## config.mk

```make
export PLATFORM = sky130hd
export DESIGN_NAME = sio_cfg_bank
export DESIGN_NICKNAME = d
export VERILOG_FILES = /design/src/hw/sio_cfg_pkg.sv /design/src/hw/sio_cfg_bank.sv
export VERILOG_INCLUDE_DIRS = /design/src /design/src/hw
export SDC_FILE = /design/constraint.sdc
export NUM_CORES = 1
export LEC_CHECK = 0
export ABC_AREA = 1
export ABC_CLOCK_PERIOD_IN_PS = 7800
export BUFFER_PORTS_ARGS = -buffer_cell sky130_fd_sc_hd__buf_4
export CAP_MARGIN = 10
export CORE_ASPECT_RATIO = 0.9
export CORE_MARGIN = 3
export CORE_UTILIZATION = 30
export CTS_CLUSTER_SIZE = 24
export DETAILED_ROUTE_END_ITERATION = 6
export HOLD_SLACK_MARGIN = 0.12
export PLACE_DENSITY = 0.47
export SYNTH_ARGS = -nofsm -noshare
export SYNTH_HDL_FRONTEND = slang
export SYNTH_SLANG_ARGS = --single-unit
```

## constraint.sdc

```tcl
create_clock -name mclk -period 7.8 [get_ports mclk]
set_clock_uncertainty 0.15 [all_clocks]
set_input_delay 1.56 -clock mclk [delete_from_list [all_inputs] [get_ports mclk]]
set_output_delay 1.56 -clock mclk [all_outputs]
set_load 0.01 [all_outputs]
```

## src/hw/sio_cfg_regs.svh

```systemverilog
// Offsets, reset values and timing counts of the configuration bank
`ifndef SIO_CFG_REGS_SVH
`define SIO_CFG_REGS_SVH

`define SIO_KEY_ENTER 8'h55
`define SIO_KEY_EXIT 8'haa

`define SIO_IDX_CFG_CTRL 8'h02
`define SIO_IDX_RSVD_03 8'h03
`define SIO_IDX_LDEV_SEL 8'h07
`define SIO_IDX_PART_ID 8'h20
`define SIO_IDX_SI_REV 8'h21
`define SIO_IDX_PWR_CTRL 8'h22
`define SIO_IDX_PWR_MGMT 8'h23
`define SIO_IDX_OSC_CTRL 8'h24
`define SIO_IDX_PORT_LO 8'h26
`define SIO_IDX_PORT_HI 8'h27
`define SIO_IDX_RSVD_28 8'h28
`define SIO_IDX_TEST_BASE 8'h2a
`define SIO_IDX_TEST_LAST 8'h2f
`define SIO_IDX_ACTIVATE 8'h30
`define SIO_IDX_BASE_HI 8'h60
`define SIO_IDX_BASE_LO 8'h61
`define SIO_IDX_IRQ_SEL 8'h70
`define SIO_IDX_DMA_SEL 8'h74
`define SIO_IDX_MODE 8'hf0
`define SIO_IDX_OPTION 8'hf1
`define SIO_IDX_TYPE 8'hf2
`define SIO_IDX_DRV0 8'hf4
`define SIO_IDX_DRV1 8'hf5

`define SIO_LDEV_FLOPPY 8'h00
`define SIO_LDEV_PRINTER 8'h03

`define SIO_SOFT_RESET_BIT 0
`define SIO_PWR_STBY_MASK 8'ha0

`define SIO_RST_OSC 8'h04
`define SIO_RST_PORT_LO_0 8'h2e
`define SIO_RST_PORT_LO_1 8'h4e
`define SIO_RST_FD_BASE_HI 8'h03
`define SIO_RST_FD_BASE_LO 8'hf0
`define SIO_RST_FD_IRQ 8'h06
`define SIO_RST_FD_DMA 8'h02
`define SIO_RST_FD_MODE 8'h0e
`define SIO_RST_FD_TYPE 8'hff
`define SIO_RST_PP_DMA 8'h04
`define SIO_RST_PP_MODE 8'h3c

`define SIO_POR_BLOCK_NS 500000
`define SIO_CLK_PERIOD_NS 8
`define SIO_POR_BLOCK_CYC ((`SIO_POR_BLOCK_NS + `SIO_CLK_PERIOD_NS - 1) / `SIO_CLK_PERIOD_NS)

`endif

```

## src/hw/sio_cfg_pkg.sv

```systemverilog
// Types shared by the configuration bank
package sio_cfg_pkg;
   typedef enum logic [1:0] {
      SIO_ST_RUN = 2'b01,
      SIO_ST_CFG = 2'b10
   } sio_state_t;

   typedef struct packed {
      sio_state_t st;
      logic [16:0] block_cnt;
      logic blocked;
      logic [7:0] index;
      logic [7:0] ldev;
      logic [7:0] pwr_ctrl;
      logic [7:0] pwr_mgmt;
      logic [7:0] osc;
      logic [7:0] port_lo;
      logic [7:0] port_hi;
      logic [47:0] test;
      logic [7:0] fd_act;
      logic [7:0] fd_base_hi;
      logic [7:0] fd_base_lo;
      logic [7:0] fd_irq;
      logic [7:0] fd_dma;
      logic [7:0] fd_mode;
      logic [7:0] fd_opt;
      logic [7:0] fd_type;
      logic [7:0] fd_drv0;
      logic [7:0] fd_drv1;
      logic [7:0] pp_act;
      logic [7:0] pp_base_hi;
      logic [7:0] pp_base_lo;
      logic [7:0] pp_irq;
      logic [7:0] pp_dma;
      logic [7:0] pp_mode;
      logic [7:0] rdata;
      logic rvalid;
      logic hard_d;
      logic stby_d;
      logic soft_pend;
   } sio_state_reg_t;
endpackage

```

## src/hw/sio_cfg_bank.sv

```systemverilog
// Configuration register bank with index/data ports and four reset sources
`timescale 1ns/100ps
`default_nettype none
`include "sio_cfg_regs.svh"

module sio_cfg_bank
   import sio_cfg_pkg::*;
#(
   parameter logic [7:0] PART_ID = 8'ha5,  // Arbitrary value
   parameter logic [7:0] SILICON_REV = 8'h01,  // Arbitrary value
   parameter int POR_BLOCK_CYC = `SIO_POR_BLOCK_CYC
) (
   input wire logic mclk,
   input wire logic rstn,
   input wire logic standby_supply_power_on_reset,
   input wire logic host_bus_reset_pin_n,
   input wire logic base_select_strap,
   input wire logic io_wr,
   input wire logic io_rd,
   input wire logic [15:0] io_addr,
   input wire logic [7:0] io_wdata,
   output logic [7:0] io_rdata,
   output logic io_rvalid,
   output logic cfg_mode,
   output logic [7:0] ldev_select
);
   sio_state_reg_t s_r;
   sio_state_reg_t s_nxt;
   logic [1:0] hard_sync_r;
   logic [1:0] stby_sync_r;
   logic [1:0] strap_sync_r;
   logic [15:0] port_base;
   logic at_index;
   logic at_data;
   logic hard_edge;
   logic stby_edge;
   logic [7:0] rd_mux;
   logic [1:0] pwr_stby_r;
   logic pwr_wr;

   // Pin inputs cross two flops before any logic looks at them
   always_ff @(posedge mclk or negedge rstn) begin
      if (!rstn) begin
         hard_sync_r <= 2'h0;
         stby_sync_r <= 2'h0;
         strap_sync_r <= 2'h0;
      end else begin
         hard_sync_r <= {hard_sync_r[0], ~host_bus_reset_pin_n};
         stby_sync_r <= {stby_sync_r[0], standby_supply_power_on_reset};
         strap_sync_r <= {strap_sync_r[0], base_select_strap};
      end
   end

   assign port_base = {s_r.port_hi, s_r.port_lo};
   assign at_index = (io_addr == port_base);
   assign at_data = (io_addr == port_base + 16'h0001) && (s_r.st == SIO_ST_CFG);
   assign hard_edge = hard_sync_r[1] & ~s_r.hard_d;
   assign stby_edge = stby_sync_r[1] & ~s_r.stby_d;

   // Bits 7 and 5 of power control live outside the struct: only the standby
   // reset may clear them, so they carry no main-supply reset at all
   assign pwr_wr = !s_r.blocked && io_wr && !io_rd && at_data && !hard_edge
      && !s_r.soft_pend && s_r.index == `SIO_IDX_PWR_CTRL;

   always_ff @(posedge mclk) begin
      if (stby_edge) begin
         pwr_stby_r <= 2'h0;
      end else if (pwr_wr) begin
         pwr_stby_r <= {io_wdata[7], io_wdata[5]};
      end
   end

   always_comb begin
      rd_mux = 8'h00;
      if (s_r.index < `SIO_IDX_ACTIVATE) begin
         case (s_r.index)
            `SIO_IDX_RSVD_03: rd_mux = 8'h00;
            `SIO_IDX_LDEV_SEL: rd_mux = s_r.ldev;
            `SIO_IDX_PART_ID: rd_mux = PART_ID;
            `SIO_IDX_SI_REV: rd_mux = SILICON_REV;
            `SIO_IDX_PWR_CTRL: begin
               rd_mux = {pwr_stby_r[1], s_r.pwr_ctrl[6], pwr_stby_r[0], s_r.pwr_ctrl[4:0]};
            end
            `SIO_IDX_PWR_MGMT: rd_mux = s_r.pwr_mgmt;
            `SIO_IDX_OSC_CTRL: rd_mux = s_r.osc;
            `SIO_IDX_PORT_LO: rd_mux = s_r.port_lo;
            `SIO_IDX_PORT_HI: rd_mux = s_r.port_hi;
            default: begin
               if (s_r.index >= `SIO_IDX_TEST_BASE) begin
                  rd_mux = s_r.test[(s_r.index[2:0] - 3'h2) * 8 +: 8];
               end
            end
         endcase
      end else if (s_r.ldev == `SIO_LDEV_FLOPPY) begin
         case (s_r.index)
            `SIO_IDX_ACTIVATE: rd_mux = s_r.fd_act;
            `SIO_IDX_BASE_HI: rd_mux = s_r.fd_base_hi;
            `SIO_IDX_BASE_LO: rd_mux = s_r.fd_base_lo;
            `SIO_IDX_IRQ_SEL: rd_mux = s_r.fd_irq;
            `SIO_IDX_DMA_SEL: rd_mux = s_r.fd_dma;
            `SIO_IDX_MODE: rd_mux = s_r.fd_mode;
            `SIO_IDX_OPTION: rd_mux = s_r.fd_opt;
            `SIO_IDX_TYPE: rd_mux = s_r.fd_type;
            `SIO_IDX_DRV0: rd_mux = s_r.fd_drv0;
            `SIO_IDX_DRV1: rd_mux = s_r.fd_drv1;
            default: rd_mux = 8'h00;
         endcase
      end else if (s_r.ldev == `SIO_LDEV_PRINTER) begin
         case (s_r.index)
            `SIO_IDX_ACTIVATE: rd_mux = s_r.pp_act;
            `SIO_IDX_BASE_HI: rd_mux = s_r.pp_base_hi;
            `SIO_IDX_BASE_LO: rd_mux = s_r.pp_base_lo;
            `SIO_IDX_IRQ_SEL: rd_mux = s_r.pp_irq;
            `SIO_IDX_DMA_SEL: rd_mux = s_r.pp_dma;
            `SIO_IDX_MODE: rd_mux = s_r.pp_mode;
            default: rd_mux = 8'h00;
         endcase
      end
   end

   always_comb begin
      s_nxt = s_r;
      s_nxt.hard_d = hard_sync_r[1];
      s_nxt.stby_d = stby_sync_r[1];
      s_nxt.rvalid = 1'b0;
      s_nxt.soft_pend = 1'b0;
      if (s_r.blocked) begin
         if (s_r.block_cnt == 17'(POR_BLOCK_CYC - 1)) begin
            s_nxt.blocked = 1'b0;
         end
         // Strap has crossed its synchroniser two cycles after release
         if (s_r.block_cnt == 17'h00002) begin
            s_nxt.port_lo = strap_sync_r[1] ? `SIO_RST_PORT_LO_1 : `SIO_RST_PORT_LO_0;
         end
         s_nxt.block_cnt = s_r.block_cnt + 17'h00001;
      end else if (io_rd && at_data) begin
         s_nxt.rdata = rd_mux;
         s_nxt.rvalid = 1'b1;
      end else if (io_rd && at_index && s_r.st == SIO_ST_CFG) begin
         s_nxt.rdata = s_r.index;
         s_nxt.rvalid = 1'b1;
      end else if (io_wr && at_index) begin
         case (s_r.st)
            SIO_ST_RUN: begin
               if (io_wdata == `SIO_KEY_ENTER) begin
                  s_nxt.st = SIO_ST_CFG;
               end
            end
            SIO_ST_CFG: begin
               if (io_wdata == `SIO_KEY_EXIT) begin
                  s_nxt.st = SIO_ST_RUN;
               end else begin
                  s_nxt.index = io_wdata;
               end
            end
            default: s_nxt.st = SIO_ST_RUN;
         endcase
      end else if (io_wr && at_data) begin
         if (s_r.index < `SIO_IDX_ACTIVATE) begin
            case (s_r.index)
               `SIO_IDX_CFG_CTRL: s_nxt.soft_pend = io_wdata[`SIO_SOFT_RESET_BIT];
               `SIO_IDX_LDEV_SEL: s_nxt.ldev = io_wdata;
               `SIO_IDX_PWR_CTRL: s_nxt.pwr_ctrl = io_wdata;
               `SIO_IDX_PWR_MGMT: s_nxt.pwr_mgmt = io_wdata;
               `SIO_IDX_OSC_CTRL: s_nxt.osc = io_wdata;
               `SIO_IDX_PORT_LO: s_nxt.port_lo = io_wdata;
               `SIO_IDX_PORT_HI: s_nxt.port_hi = io_wdata;
               default: begin
                  if (s_r.index >= `SIO_IDX_TEST_BASE) begin
                     s_nxt.test[(s_r.index[2:0] - 3'h2) * 8 +: 8] = io_wdata;
                  end
               end
            endcase
         end else if (s_r.ldev == `SIO_LDEV_FLOPPY) begin
            case (s_r.index)
               `SIO_IDX_ACTIVATE: s_nxt.fd_act = io_wdata;
               `SIO_IDX_BASE_HI: s_nxt.fd_base_hi = io_wdata;
               `SIO_IDX_BASE_LO: s_nxt.fd_base_lo = io_wdata;
               `SIO_IDX_IRQ_SEL: s_nxt.fd_irq = io_wdata;
               `SIO_IDX_DMA_SEL: s_nxt.fd_dma = io_wdata;
               `SIO_IDX_MODE: s_nxt.fd_mode = io_wdata;
               `SIO_IDX_OPTION: s_nxt.fd_opt = io_wdata;
               `SIO_IDX_TYPE: s_nxt.fd_type = io_wdata;
               `SIO_IDX_DRV0: s_nxt.fd_drv0 = io_wdata;
               `SIO_IDX_DRV1: s_nxt.fd_drv1 = io_wdata;
               default: s_nxt.ldev = s_r.ldev;
            endcase
         end else if (s_r.ldev == `SIO_LDEV_PRINTER) begin
            case (s_r.index)
               `SIO_IDX_ACTIVATE: s_nxt.pp_act = io_wdata;
               `SIO_IDX_BASE_HI: s_nxt.pp_base_hi = io_wdata;
               `SIO_IDX_BASE_LO: s_nxt.pp_base_lo = io_wdata;
               `SIO_IDX_IRQ_SEL: s_nxt.pp_irq = io_wdata;
               `SIO_IDX_DMA_SEL: s_nxt.pp_dma = io_wdata;
               `SIO_IDX_MODE: s_nxt.pp_mode = io_wdata;
               default: s_nxt.ldev = s_r.ldev;
            endcase
         end
      end
      // Soft reset: one cycle after the write, bit is never stored
      if (s_r.soft_pend) begin
         s_nxt.ldev = 8'h00;
         s_nxt.pwr_ctrl = s_r.pwr_ctrl & `SIO_PWR_STBY_MASK;
         s_nxt.fd_act = 8'h00;
         s_nxt.fd_base_hi = `SIO_RST_FD_BASE_HI;
         s_nxt.fd_base_lo = `SIO_RST_FD_BASE_LO;
         s_nxt.fd_irq = `SIO_RST_FD_IRQ;
         s_nxt.fd_dma = `SIO_RST_FD_DMA;
         s_nxt.pp_act = 8'h00;
         s_nxt.pp_base_hi = 8'h00;
         s_nxt.pp_base_lo = 8'h00;
         s_nxt.pp_irq = 8'h00;
         s_nxt.pp_dma = `SIO_RST_PP_DMA;
      end
      // Hard and standby resets share the full column; they differ in a few fields
      if (hard_edge || stby_edge) begin
         s_nxt.st = SIO_ST_RUN;
         s_nxt.index = 8'h00;
         s_nxt.soft_pend = 1'b0;
         s_nxt.ldev = 8'h00;
         s_nxt.pwr_mgmt = 8'h00;
         s_nxt.osc = `SIO_RST_OSC;
         s_nxt.fd_act = 8'h00;
         s_nxt.fd_base_hi = `SIO_RST_FD_BASE_HI;
         s_nxt.fd_base_lo = `SIO_RST_FD_BASE_LO;
         s_nxt.fd_irq = `SIO_RST_FD_IRQ;
         s_nxt.fd_dma = `SIO_RST_FD_DMA;
         s_nxt.fd_mode = `SIO_RST_FD_MODE;
         s_nxt.fd_opt = 8'h00;
         s_nxt.fd_type = `SIO_RST_FD_TYPE;
         s_nxt.fd_drv0 = 8'h00;
         s_nxt.fd_drv1 = 8'h00;
         s_nxt.pp_act = 8'h00;
         s_nxt.pp_base_hi = 8'h00;
         s_nxt.pp_base_lo = 8'h00;
         s_nxt.pp_irq = 8'h00;
         s_nxt.pp_dma = `SIO_RST_PP_DMA;
         s_nxt.pp_mode = `SIO_RST_PP_MODE;
         s_nxt.pwr_ctrl = stby_edge ? 8'h00 : (s_r.pwr_ctrl & `SIO_PWR_STBY_MASK);
      end
      if (hard_edge) begin
         s_nxt.port_lo = strap_sync_r[1] ? `SIO_RST_PORT_LO_1 : `SIO_RST_PORT_LO_0;
         s_nxt.port_hi = 8'h00;
      end
      if (stby_edge) begin
         s_nxt.test = 48'h0;
      end
   end

   // Reset by rstn is the main-supply power-on reset
   always_ff @(posedge mclk or negedge rstn) begin
      if (!rstn) begin
         s_r <= '0;
         s_r.st <= SIO_ST_RUN;
         s_r.blocked <= 1'b1;
         s_r.osc <= `SIO_RST_OSC;
         s_r.port_lo <= `SIO_RST_PORT_LO_0;
         s_r.fd_base_hi <= `SIO_RST_FD_BASE_HI;
         s_r.fd_base_lo <= `SIO_RST_FD_BASE_LO;
         s_r.fd_irq <= `SIO_RST_FD_IRQ;
         s_r.fd_dma <= `SIO_RST_FD_DMA;
         s_r.fd_mode <= `SIO_RST_FD_MODE;
         s_r.fd_type <= `SIO_RST_FD_TYPE;
         s_r.pp_dma <= `SIO_RST_PP_DMA;
         s_r.pp_mode <= `SIO_RST_PP_MODE;
      end else begin
         s_r <= s_nxt;
      end
   end

   always_ff @(posedge mclk or negedge rstn) begin
      if (!rstn) begin
         io_rdata <= 8'h00;
         io_rvalid <= 1'b0;
         cfg_mode <= 1'b0;
         ldev_select <= 8'h00;
      end else begin
         io_rdata <= s_nxt.rdata;
         io_rvalid <= s_nxt.rvalid;
         cfg_mode <= (s_nxt.st == SIO_ST_CFG);
         ldev_select <= s_nxt.ldev;
      end
   end

   a_block_holds: assert property (@(posedge mclk) disable iff (!rstn)
      s_r.blocked |=> !io_rvalid && s_r.st == $past(s_r.st))
      else $error("access taken during power-on block");
   a_rsvd_zero: assert property (@(posedge mclk) disable iff (!rstn)
      (!s_r.blocked && io_rd && at_data && s_r.index == `SIO_IDX_RSVD_03) |=> io_rdata == 8'h00)
      else $error("reserved index read non-zero");
   a_part_id: assert property (@(posedge mclk) disable iff (!rstn)
      (!s_r.blocked && io_rd && at_data && s_r.index == `SIO_IDX_PART_ID) |=> io_rdata == PART_ID)
      else $error("part code wrong");
   a_rev_fixed: assert property (@(posedge mclk) disable iff (!rstn)
      (!s_r.blocked && io_rd && at_data && s_r.index == `SIO_IDX_SI_REV) |=> io_rdata == SILICON_REV)
      else $error("revision wrong");
   a_soft_clear: assert property (@(posedge mclk) disable iff (!rstn)
      s_r.soft_pend && !hard_edge && !stby_edge |=> s_r.ldev == 8'h00 && s_r.fd_irq == 8'h06
      && !s_r.soft_pend && s_r.pp_mode == $past(s_r.pp_mode))
      else $error("soft reset effect wrong");
   a_hard_port: assert property (@(posedge mclk) disable iff (!rstn)
      hard_edge |=> s_r.port_hi == 8'h00 && (s_r.port_lo == 8'h2e || s_r.port_lo == 8'h4e))
      else $error("port address not reloaded");
   a_hard_cols: assert property (@(posedge mclk) disable iff (!rstn)
      hard_edge |=> s_r.fd_base_hi == 8'h03 && s_r.fd_base_lo == 8'hf0 && s_r.pp_mode == 8'h3c)
      else $error("hard reset column wrong");
   a_pwr_keep: assert property (@(posedge mclk) disable iff (!rstn)
      (hard_edge && !stby_edge) |=> pwr_stby_r == $past(pwr_stby_r))
      else $error("standby-only bit disturbed");
   a_stby_bits: assert property (@(posedge mclk) disable iff (!rstn)
      stby_edge |=> pwr_stby_r == 2'h0)
      else $error("standby-only bits not cleared");
   a_ldev_clear: assert property (@(posedge mclk) disable iff (!rstn)
      (hard_edge || stby_edge || s_r.soft_pend) |=> s_r.ldev == 8'h00)
      else $error("device select not cleared");
   a_port_keep: assert property (@(posedge mclk) disable iff (!rstn)
      (stby_edge && !hard_edge && !io_wr) |=> s_r.port_lo == $past(s_r.port_lo)
      && s_r.port_hi == $past(s_r.port_hi))
      else $error("port address disturbed by standby reset");
   a_fd_base_rst: assert property (@(posedge mclk) disable iff (!rstn)
      (hard_edge || stby_edge || s_r.soft_pend) |=> s_r.fd_base_hi == 8'h03
      && s_r.fd_base_lo == 8'hf0)
      else $error("floppy base not reloaded");
   a_fd_irq_rst: assert property (@(posedge mclk) disable iff (!rstn)
      (hard_edge || stby_edge || s_r.soft_pend) |=> s_r.fd_irq == 8'h06)
      else $error("floppy interrupt select not reloaded");
   a_pp_mode_stby: assert property (@(posedge mclk) disable iff (!rstn)
      stby_edge |=> s_r.pp_mode == 8'h3c)
      else $error("printer mode not reloaded");
   a_data_run_off: assert property (@(posedge mclk) disable iff (!rstn)
      (!s_r.blocked && io_rd && io_addr == port_base + 16'h0001
      && s_r.st == SIO_ST_RUN) |=> !io_rvalid)
      else $error("data port answered in run state");
   a_other_dev_zero: assert property (@(posedge mclk) disable iff (!rstn)
      (!s_r.blocked && io_rd && at_data && s_r.index >= 8'h30 && s_r.ldev != 8'h00
      && s_r.ldev != 8'h03) |=> io_rvalid && io_rdata == 8'h00)
      else $error("absent device read non-zero");
   a_key_enter: assert property (@(posedge mclk) disable iff (!rstn)
      (!s_r.blocked && io_wr && at_index && io_wdata == 8'h55 && !hard_edge && !stby_edge
      && !(io_rd && at_data) && !io_rd) |=> ##1 cfg_mode)
      else $error("config key not honoured");
   c_enter: cover property (@(posedge mclk) disable iff (!rstn) $rose(cfg_mode));
   c_soft: cover property (@(posedge mclk) disable iff (!rstn) s_r.soft_pend);
   c_read: cover property (@(posedge mclk) disable iff (!rstn) io_rvalid);
   c_unblock: cover property (@(posedge mclk) disable iff (!rstn) $fell(s_r.blocked));
   c_hard: cover property (@(posedge mclk) disable iff (!rstn) hard_edge);
endmodule  // sio_cfg_bank
`default_nettype wire

```

==> Yosys cells after proc, flatten, opt, wreduce, memory -nomap -nowiden <==
Cells that the tools add are included.
{ "totals": {"out_inout_bits": 18, "in_bits": 31, "ff_bits": 271, "wordCells": 258} }
{ "op_classes": {"add_sub_neg": 4, "n_reduce_logical": 78, "n_mux": 72, "n_shift": 3, "bitwise": 6, "order_cmp": 2, "n_eq_ne": 56} }
{ "op_table": {"columns": ["operator", "n"], "rows": [
  ["232-bit 2-to-1 mux", 2],
  ["224-bit 2-to-1 mux", 2],
  ["128-bit 2-to-1 mux", 2],
  ["48-bit 2-to-1 mux", 5],
  ["8-bit 2-to-1 mux", 27],
  ["193-bit 2-to-1 mux", 1],
  ["40-bit 2-to-1 mux", 4],
  ["88-bit 2-to-1 mux", 1],
  ["8-bit AND reduction", 11],
  ["80-bit 2-to-1 mux", 1],
  ["8-bit case mux with 10 select lines", 1],
  ["8-bit case mux with 9 select lines", 1],
  ["8-bit by 6-bit equality test with 1-bit output, second input constant", 8],
  ["9-bit AND reduction", 6],
  ["48-bit bitwise mux", 1],
  ["8-bit equality test, second input constant", 6],
  ["8-bit case mux with 6 select lines", 1],
  ["8-bit by 34-bit variable shift with 48-bit output, first input constant", 1],
  ["48-bit by 33-bit indexed part select with 8-bit output", 1],
  ["8-bit by 34-bit indexed part select with 48-bit output", 1],
  ["7-bit AND reduction", 6],
  ["3-bit nonzero test", 14],
  ["8-bit by 7-bit equality test with 1-bit output, second input constant", 5],
  ["2-bit nonzero test", 20],
  ["33 further kinds", 93]
]} }

==> Depth between registers and ports, before layout <==
{ "logic_depth": {"word_depth": 14, "mapped_depth": 20, "mapped_depth_nobuf": 17} }

==> Worst setup path after synthesis <==
OpenSTA, ideal clock, no wires.
{ "synth_path": {"path_kind": "flip-flop to flip-flop", "startpoint": "reg s_r[236] in the netlist's numbering", "endpoint": "reg s_r[156] in the netlist's numbering", "arrival_time_ns": 3.484, "setup_time_ns": 0.065, "period_less_slack_ns": 3.700, "path_buffers": 5, "slack_ns": 4.100, "stages_incl_launch_ff": 20, "required_time_ns": 7.585, "path_cell_list": "dfrtp_1 > clkbuf_1 > inv_1 > clkbuf_1 > clkbuf_1 > clkbuf_1 > ha_1 > inv_1 > fa_1 > nor2_1 > nand2_1 > a21oi_1 > nand2_1 > nor2_1 > nand4_1 > or2_2 > buf_1 > nor2_1 > nand3_1 > nand2_1"} }
{ "synth_between": {"elab_chain_len": 13, "elab_cells_between_ends": 28, "classes_between": "2 x add/sub; 2 x order compare; 8 x eq/ne; 2 x shift; 10 x mux; 4 x reduce/logical"} }
{ "synth_lines": {"columns": ["item", "line_no", "source"], "rows": [
  ["start: declaration", "sio_cfg_bank.sv:27", "sio_state_reg_t s_r;"],
  ["start signal: assignment", "sio_cfg_bank.sv:267", "s_r <= s_nxt;"],
  ["3-bit by 2-bit subtractor with 4-bit output", "sio_cfg_bank.sv:170", "s_nxt.test[(s_r.index[2:0] - 3'h2) * 8 +: 8] = io_wdata;"],
  ["32-bit negator with 34-bit output", "sio_cfg_bank.sv:170", null],
  ["8-bit by 34-bit indexed part select with 48-bit output or 8-bit by 34-bit variable shift with 48-bit output (tied branches)", "sio_cfg_bank.sv:170", null],
  ["48-bit bitwise mux", "sio_cfg_bank.sv:170", null],
  ["48-bit 2-to-1 mux", "sio_cfg_bank.sv:169", "if (s_r.index >= `SIO_IDX_TEST_BASE) begin"],
  ["48-bit 2-to-1 mux", "sio_cfg_bank.sv:160", "case (s_r.index)"],
  ["88-bit 2-to-1 mux", "sio_cfg_bank.sv:159", "if (s_r.index < `SIO_IDX_ACTIVATE) begin"],
  ["224-bit 2-to-1 mux", "sio_cfg_bank.sv:158", "end else if (io_wr && at_data) begin"],
  ["224-bit 2-to-1 mux", "sio_cfg_bank.sv:142", "end else if (io_wr && at_index) begin"],
  ["232-bit 2-to-1 mux", "sio_cfg_bank.sv:139", "end else if (io_rd && at_index && s_r.st == SIO_ST_CFG) begin"],
  ["232-bit 2-to-1 mux", "sio_cfg_bank.sv:136", "end else if (io_rd && at_data) begin"],
  ["193-bit 2-to-1 mux", "sio_cfg_bank.sv:127", "if (s_r.blocked) begin"],
  ["48-bit 2-to-1 mux", "sio_cfg_bank.sv:245", "if (stby_edge) begin"]
]} }
Parallel ways exist; a longest one is shown, timed or not. The select of a mux whose other input is x is not followed.
A chain may end at the register's enable or synchronous reset.

==> Worst setup path after layout <==
{ "layout_path": {"startpoint": "reg s_r[237] in the netlist's numbering", "endpoint": "reg s_r[169] in the netlist's numbering"} }
Same word-level chain as after synthesis.

==> flow_summary.ini <==
[yosys]
yosys_register_bits = 271
synthXorXnorAreaFrac = 0.0128
synth.area.mux_share = 0
synth_flop_cell = dfrtp_1
synth-adder-area-share = 0.0148
syn-num-nets = 2270
ys_warn_count = 0
async_flop_share = 0.993
synthDistinctLibCells = 44
synth-seq-area-share = 0.434
synth_area_um2 = 15700
synth_compound_area_frac = 0.0444
synth_simple_gate_area_share = 0.427
synth.avg_cell_area_um2 = 7.06
synth_top_family_by_area = simple AND/OR/NAND/NOR gates
synth_edf_count = 0
syn_inst = 2221

[layout]
fin_area_um2 = 17800
drive_above_1_share = 0.0940
fillers = 5445
fin_nets = 2288
syn_to_final_growth_pct = 13.6
final_cell_mix = nand2_1, nand3_1, nor2_1, dfrtp_1, inv_1
final_common_cell = nand2_1
antenna_cells = 0
final_cells = 2947

[clocking]
clk_pin_slew_ns = 0.06
clkLatencyLatePin_ns = 0.56
cts.path.max_buffers = 3
htree_levels = 2
cts_tree = yes
post_cts_buffers = 0
cts_resized = 0
cts_root_buffer = clkbuf_16
cts_buffers = 36
cts-hold-fix-buffers = 0
cts_sinks = 271

[timing]
final-hold-violation-count = 0
slew_headroom = 0.125
setup_viol = 0
period_needed_ns = 4.22
slew_viol_final = 0
worst_pin_slew_ns = 1.31
timing.setup.tns_ns = 0
fin_crit_sh = 0.541
rsz0062_at_grt = no
fmax_ghz = 0.237

[power]
total_power_w = 0.00411
leakagePower_nw = 8.96
power.density_nw_per_um2 = 231
peakVddDrop_mv = 0.112

[global_route]
grt_max_degree = 169
gr-total-overflow = 0
track_usage = 0.206
grt_pass1_wl_mm = 87.8
antenna_found_initial = 0
grt_pass1_vias = 14500

[critical_path]
startpoint_type = flip-flop
crit_required_ns = 8.09
end_kind = flip-flop
path_cells = inv_1 -> ha_1 -> inv_1 -> ha_1 -> inv_1 -> nor2_1 -> nand2_1 -> a21oi_1 -> nand2_1 -> nor2_1 -> nand4_1 -> nand2_1 -> nand2_1 -> nand2_1 -> nand2_1
max_stage_delay_ns = 0.80
crit_fanout = 24
slowest_stage = inv_1
r2r_slack_ns = 3.58
r2r-end = s_r[169]$_DFFE_PN0P_
crit_type = reg2reg
rr_startpoint = s_r[237]$_DFFE_PN0P_
cp_common_cell = nand2_1
cp_data_arrival_time_ns = 4.51
r2r_cells = 15

[drt]
drt_iter0_markers = 1513
wl_mm = 56.7
ant_nets = 0
dr.pass1.iters = 6
wl_per_cell_um = 19.2
drc = 0
avgViaCountPerCell = 5.12
dr_total_vias = 15100

[die]
initial_utilization = 0.307
die_h_um = 223
die-area_um2 = 55100
fp.dieW_um = 247
rows = 78
io_pins = 49
coreArea_um2 = 51000

[min_path]
hp-class = reg2reg
hold_start = hard_sync_r[0]$_DFF_PN0_
hold_end = hard_sync_r[1]$_DFF_PN0_
holdPathStages = 0

[status]
status = finished, final reports clean

[placed_design]
dp_hpwl_mm = 39.8
io_buffer_count = 48
place_area_um2 = 16700
routabilityCongestion = 0.919
placedCellCount = 2881

[flow_run]
cap_violations = 0
==> through the flow <==
stage / worst slack, ns / utilization / hold WS, ns
final: 3.58 / 0.349 / 0.198
after floorplan: 4.10 / - / 0.181
after global placement: 3.28 / 0.327 / 0.183
after detailed placement: 3.24 / 0.327 / 0.186
after global routing: 3.18 / 0.349 / 0.204
after CTS: 3.61 / 0.349 / 0.199
==> cells in the mapped netlist, types with 13 or more instances <==
library cell / count / area [um^2]
nand2_1: 758 / 2850
xnor2_1: 13 / 114
nor2_1: 240 / 901
nor3_1: 30 / 150
buf_2: 22 / 110
dfstp_2: 32 / 841
clkbuf_1: 39 / 146
buf_4: 22 / 165
a21oi_1: 22 / 110
o21ai_1: 15 / 75.1
nand2_2: 14 / 87.6
nand4_1: 78 / 488
o21ai_0: 63 / 315
dfrtp_1: 237 / 5930
nand3_1: 360 / 1800
inv_1: 142 / 533
ha_1: 17 / 213
==> metal layers <==
layer,wire length (um),vias up,global-route usage
li1,-,7271,-
met1,27500,7238,0.313
met2,24000,497,0.300
met3,3850,69,0.0317
met4,1280,0,0.0602
met5,0,-,0
==> cells by family after synthesis <==
group,Yosys count
compound gates,126
xor+xnor,23
fa+ha+maj,18
buf+inv,247
flops,271
simple gates,1536
==> where the power goes <==
group / leakage (nW) / internal (W) / switching, W
combinational: 4.90 / 0.000198 / 0.000503
clock: 0.557 / 0.000950 / 0.000675
sequential: 3.50 / 0.00165 / 0.000142
==> flip-flops by register name, summed over array words and instances, names as in the netlist <==
register / flops
cfg_mode: 1
pwr_stby_r: 2
io_rdata: 8
stby_sync_r: 2
io_rvalid: 1
s_r: 229
hard_sync_r: 2
port_base: 16
strap_sync_r: 2
ldev_select: 8
==> area by class of cell <==
class                      instances  area, um^2  area share
clock buffer                      58        1070      0.0603
sequential                       271        6810       0.382
multi-input combinational       1703        7860       0.441
inverter                         155         582      0.0327
timing repair buffer              72         561      0.0315
tap                              680         851      0.0478
clock inverter                     8        75.1     0.00421
==> how the worst max path moves through the flow <==
stage	depth (start not counted)	from	slack, ns	end
final	15	s_r[237]$_DFFE_PN0P_	3.58	s_r[169]$_DFFE_PN0P_
after global routing	15	s_r[237]$_DFFE_PN0P_	3.18	s_r[170]$_DFFE_PN0P_
after CTS	15	s_r[237]$_DFFE_PN0P_	3.61	s_r[169]$_DFFE_PN0P_
after detailed placement	16	io_addr[2]	3.24	s_r[155]$_DFFE_PN0P_
after global placement	14	io_addr[11]	3.28	s_r[170]$_DFFE_PN0P_
after floorplan	19	s_r[236]$_DFFE_PN0P_	4.10	s_r[156]$_DFFE_PN0P_
==> critical path: cells and delay by family (launching register included) <==
kind                     cells  cell delay [ns]
adder cells (fa/ha/maj)      2             0.79
AO/OA/AOI/OAI                1             0.14
buffers and inverters        3             1.03
flip-flops                   1             0.59
AND/OR/NAND/NOR              9             1.39
(Power assumes the default switching activity.)
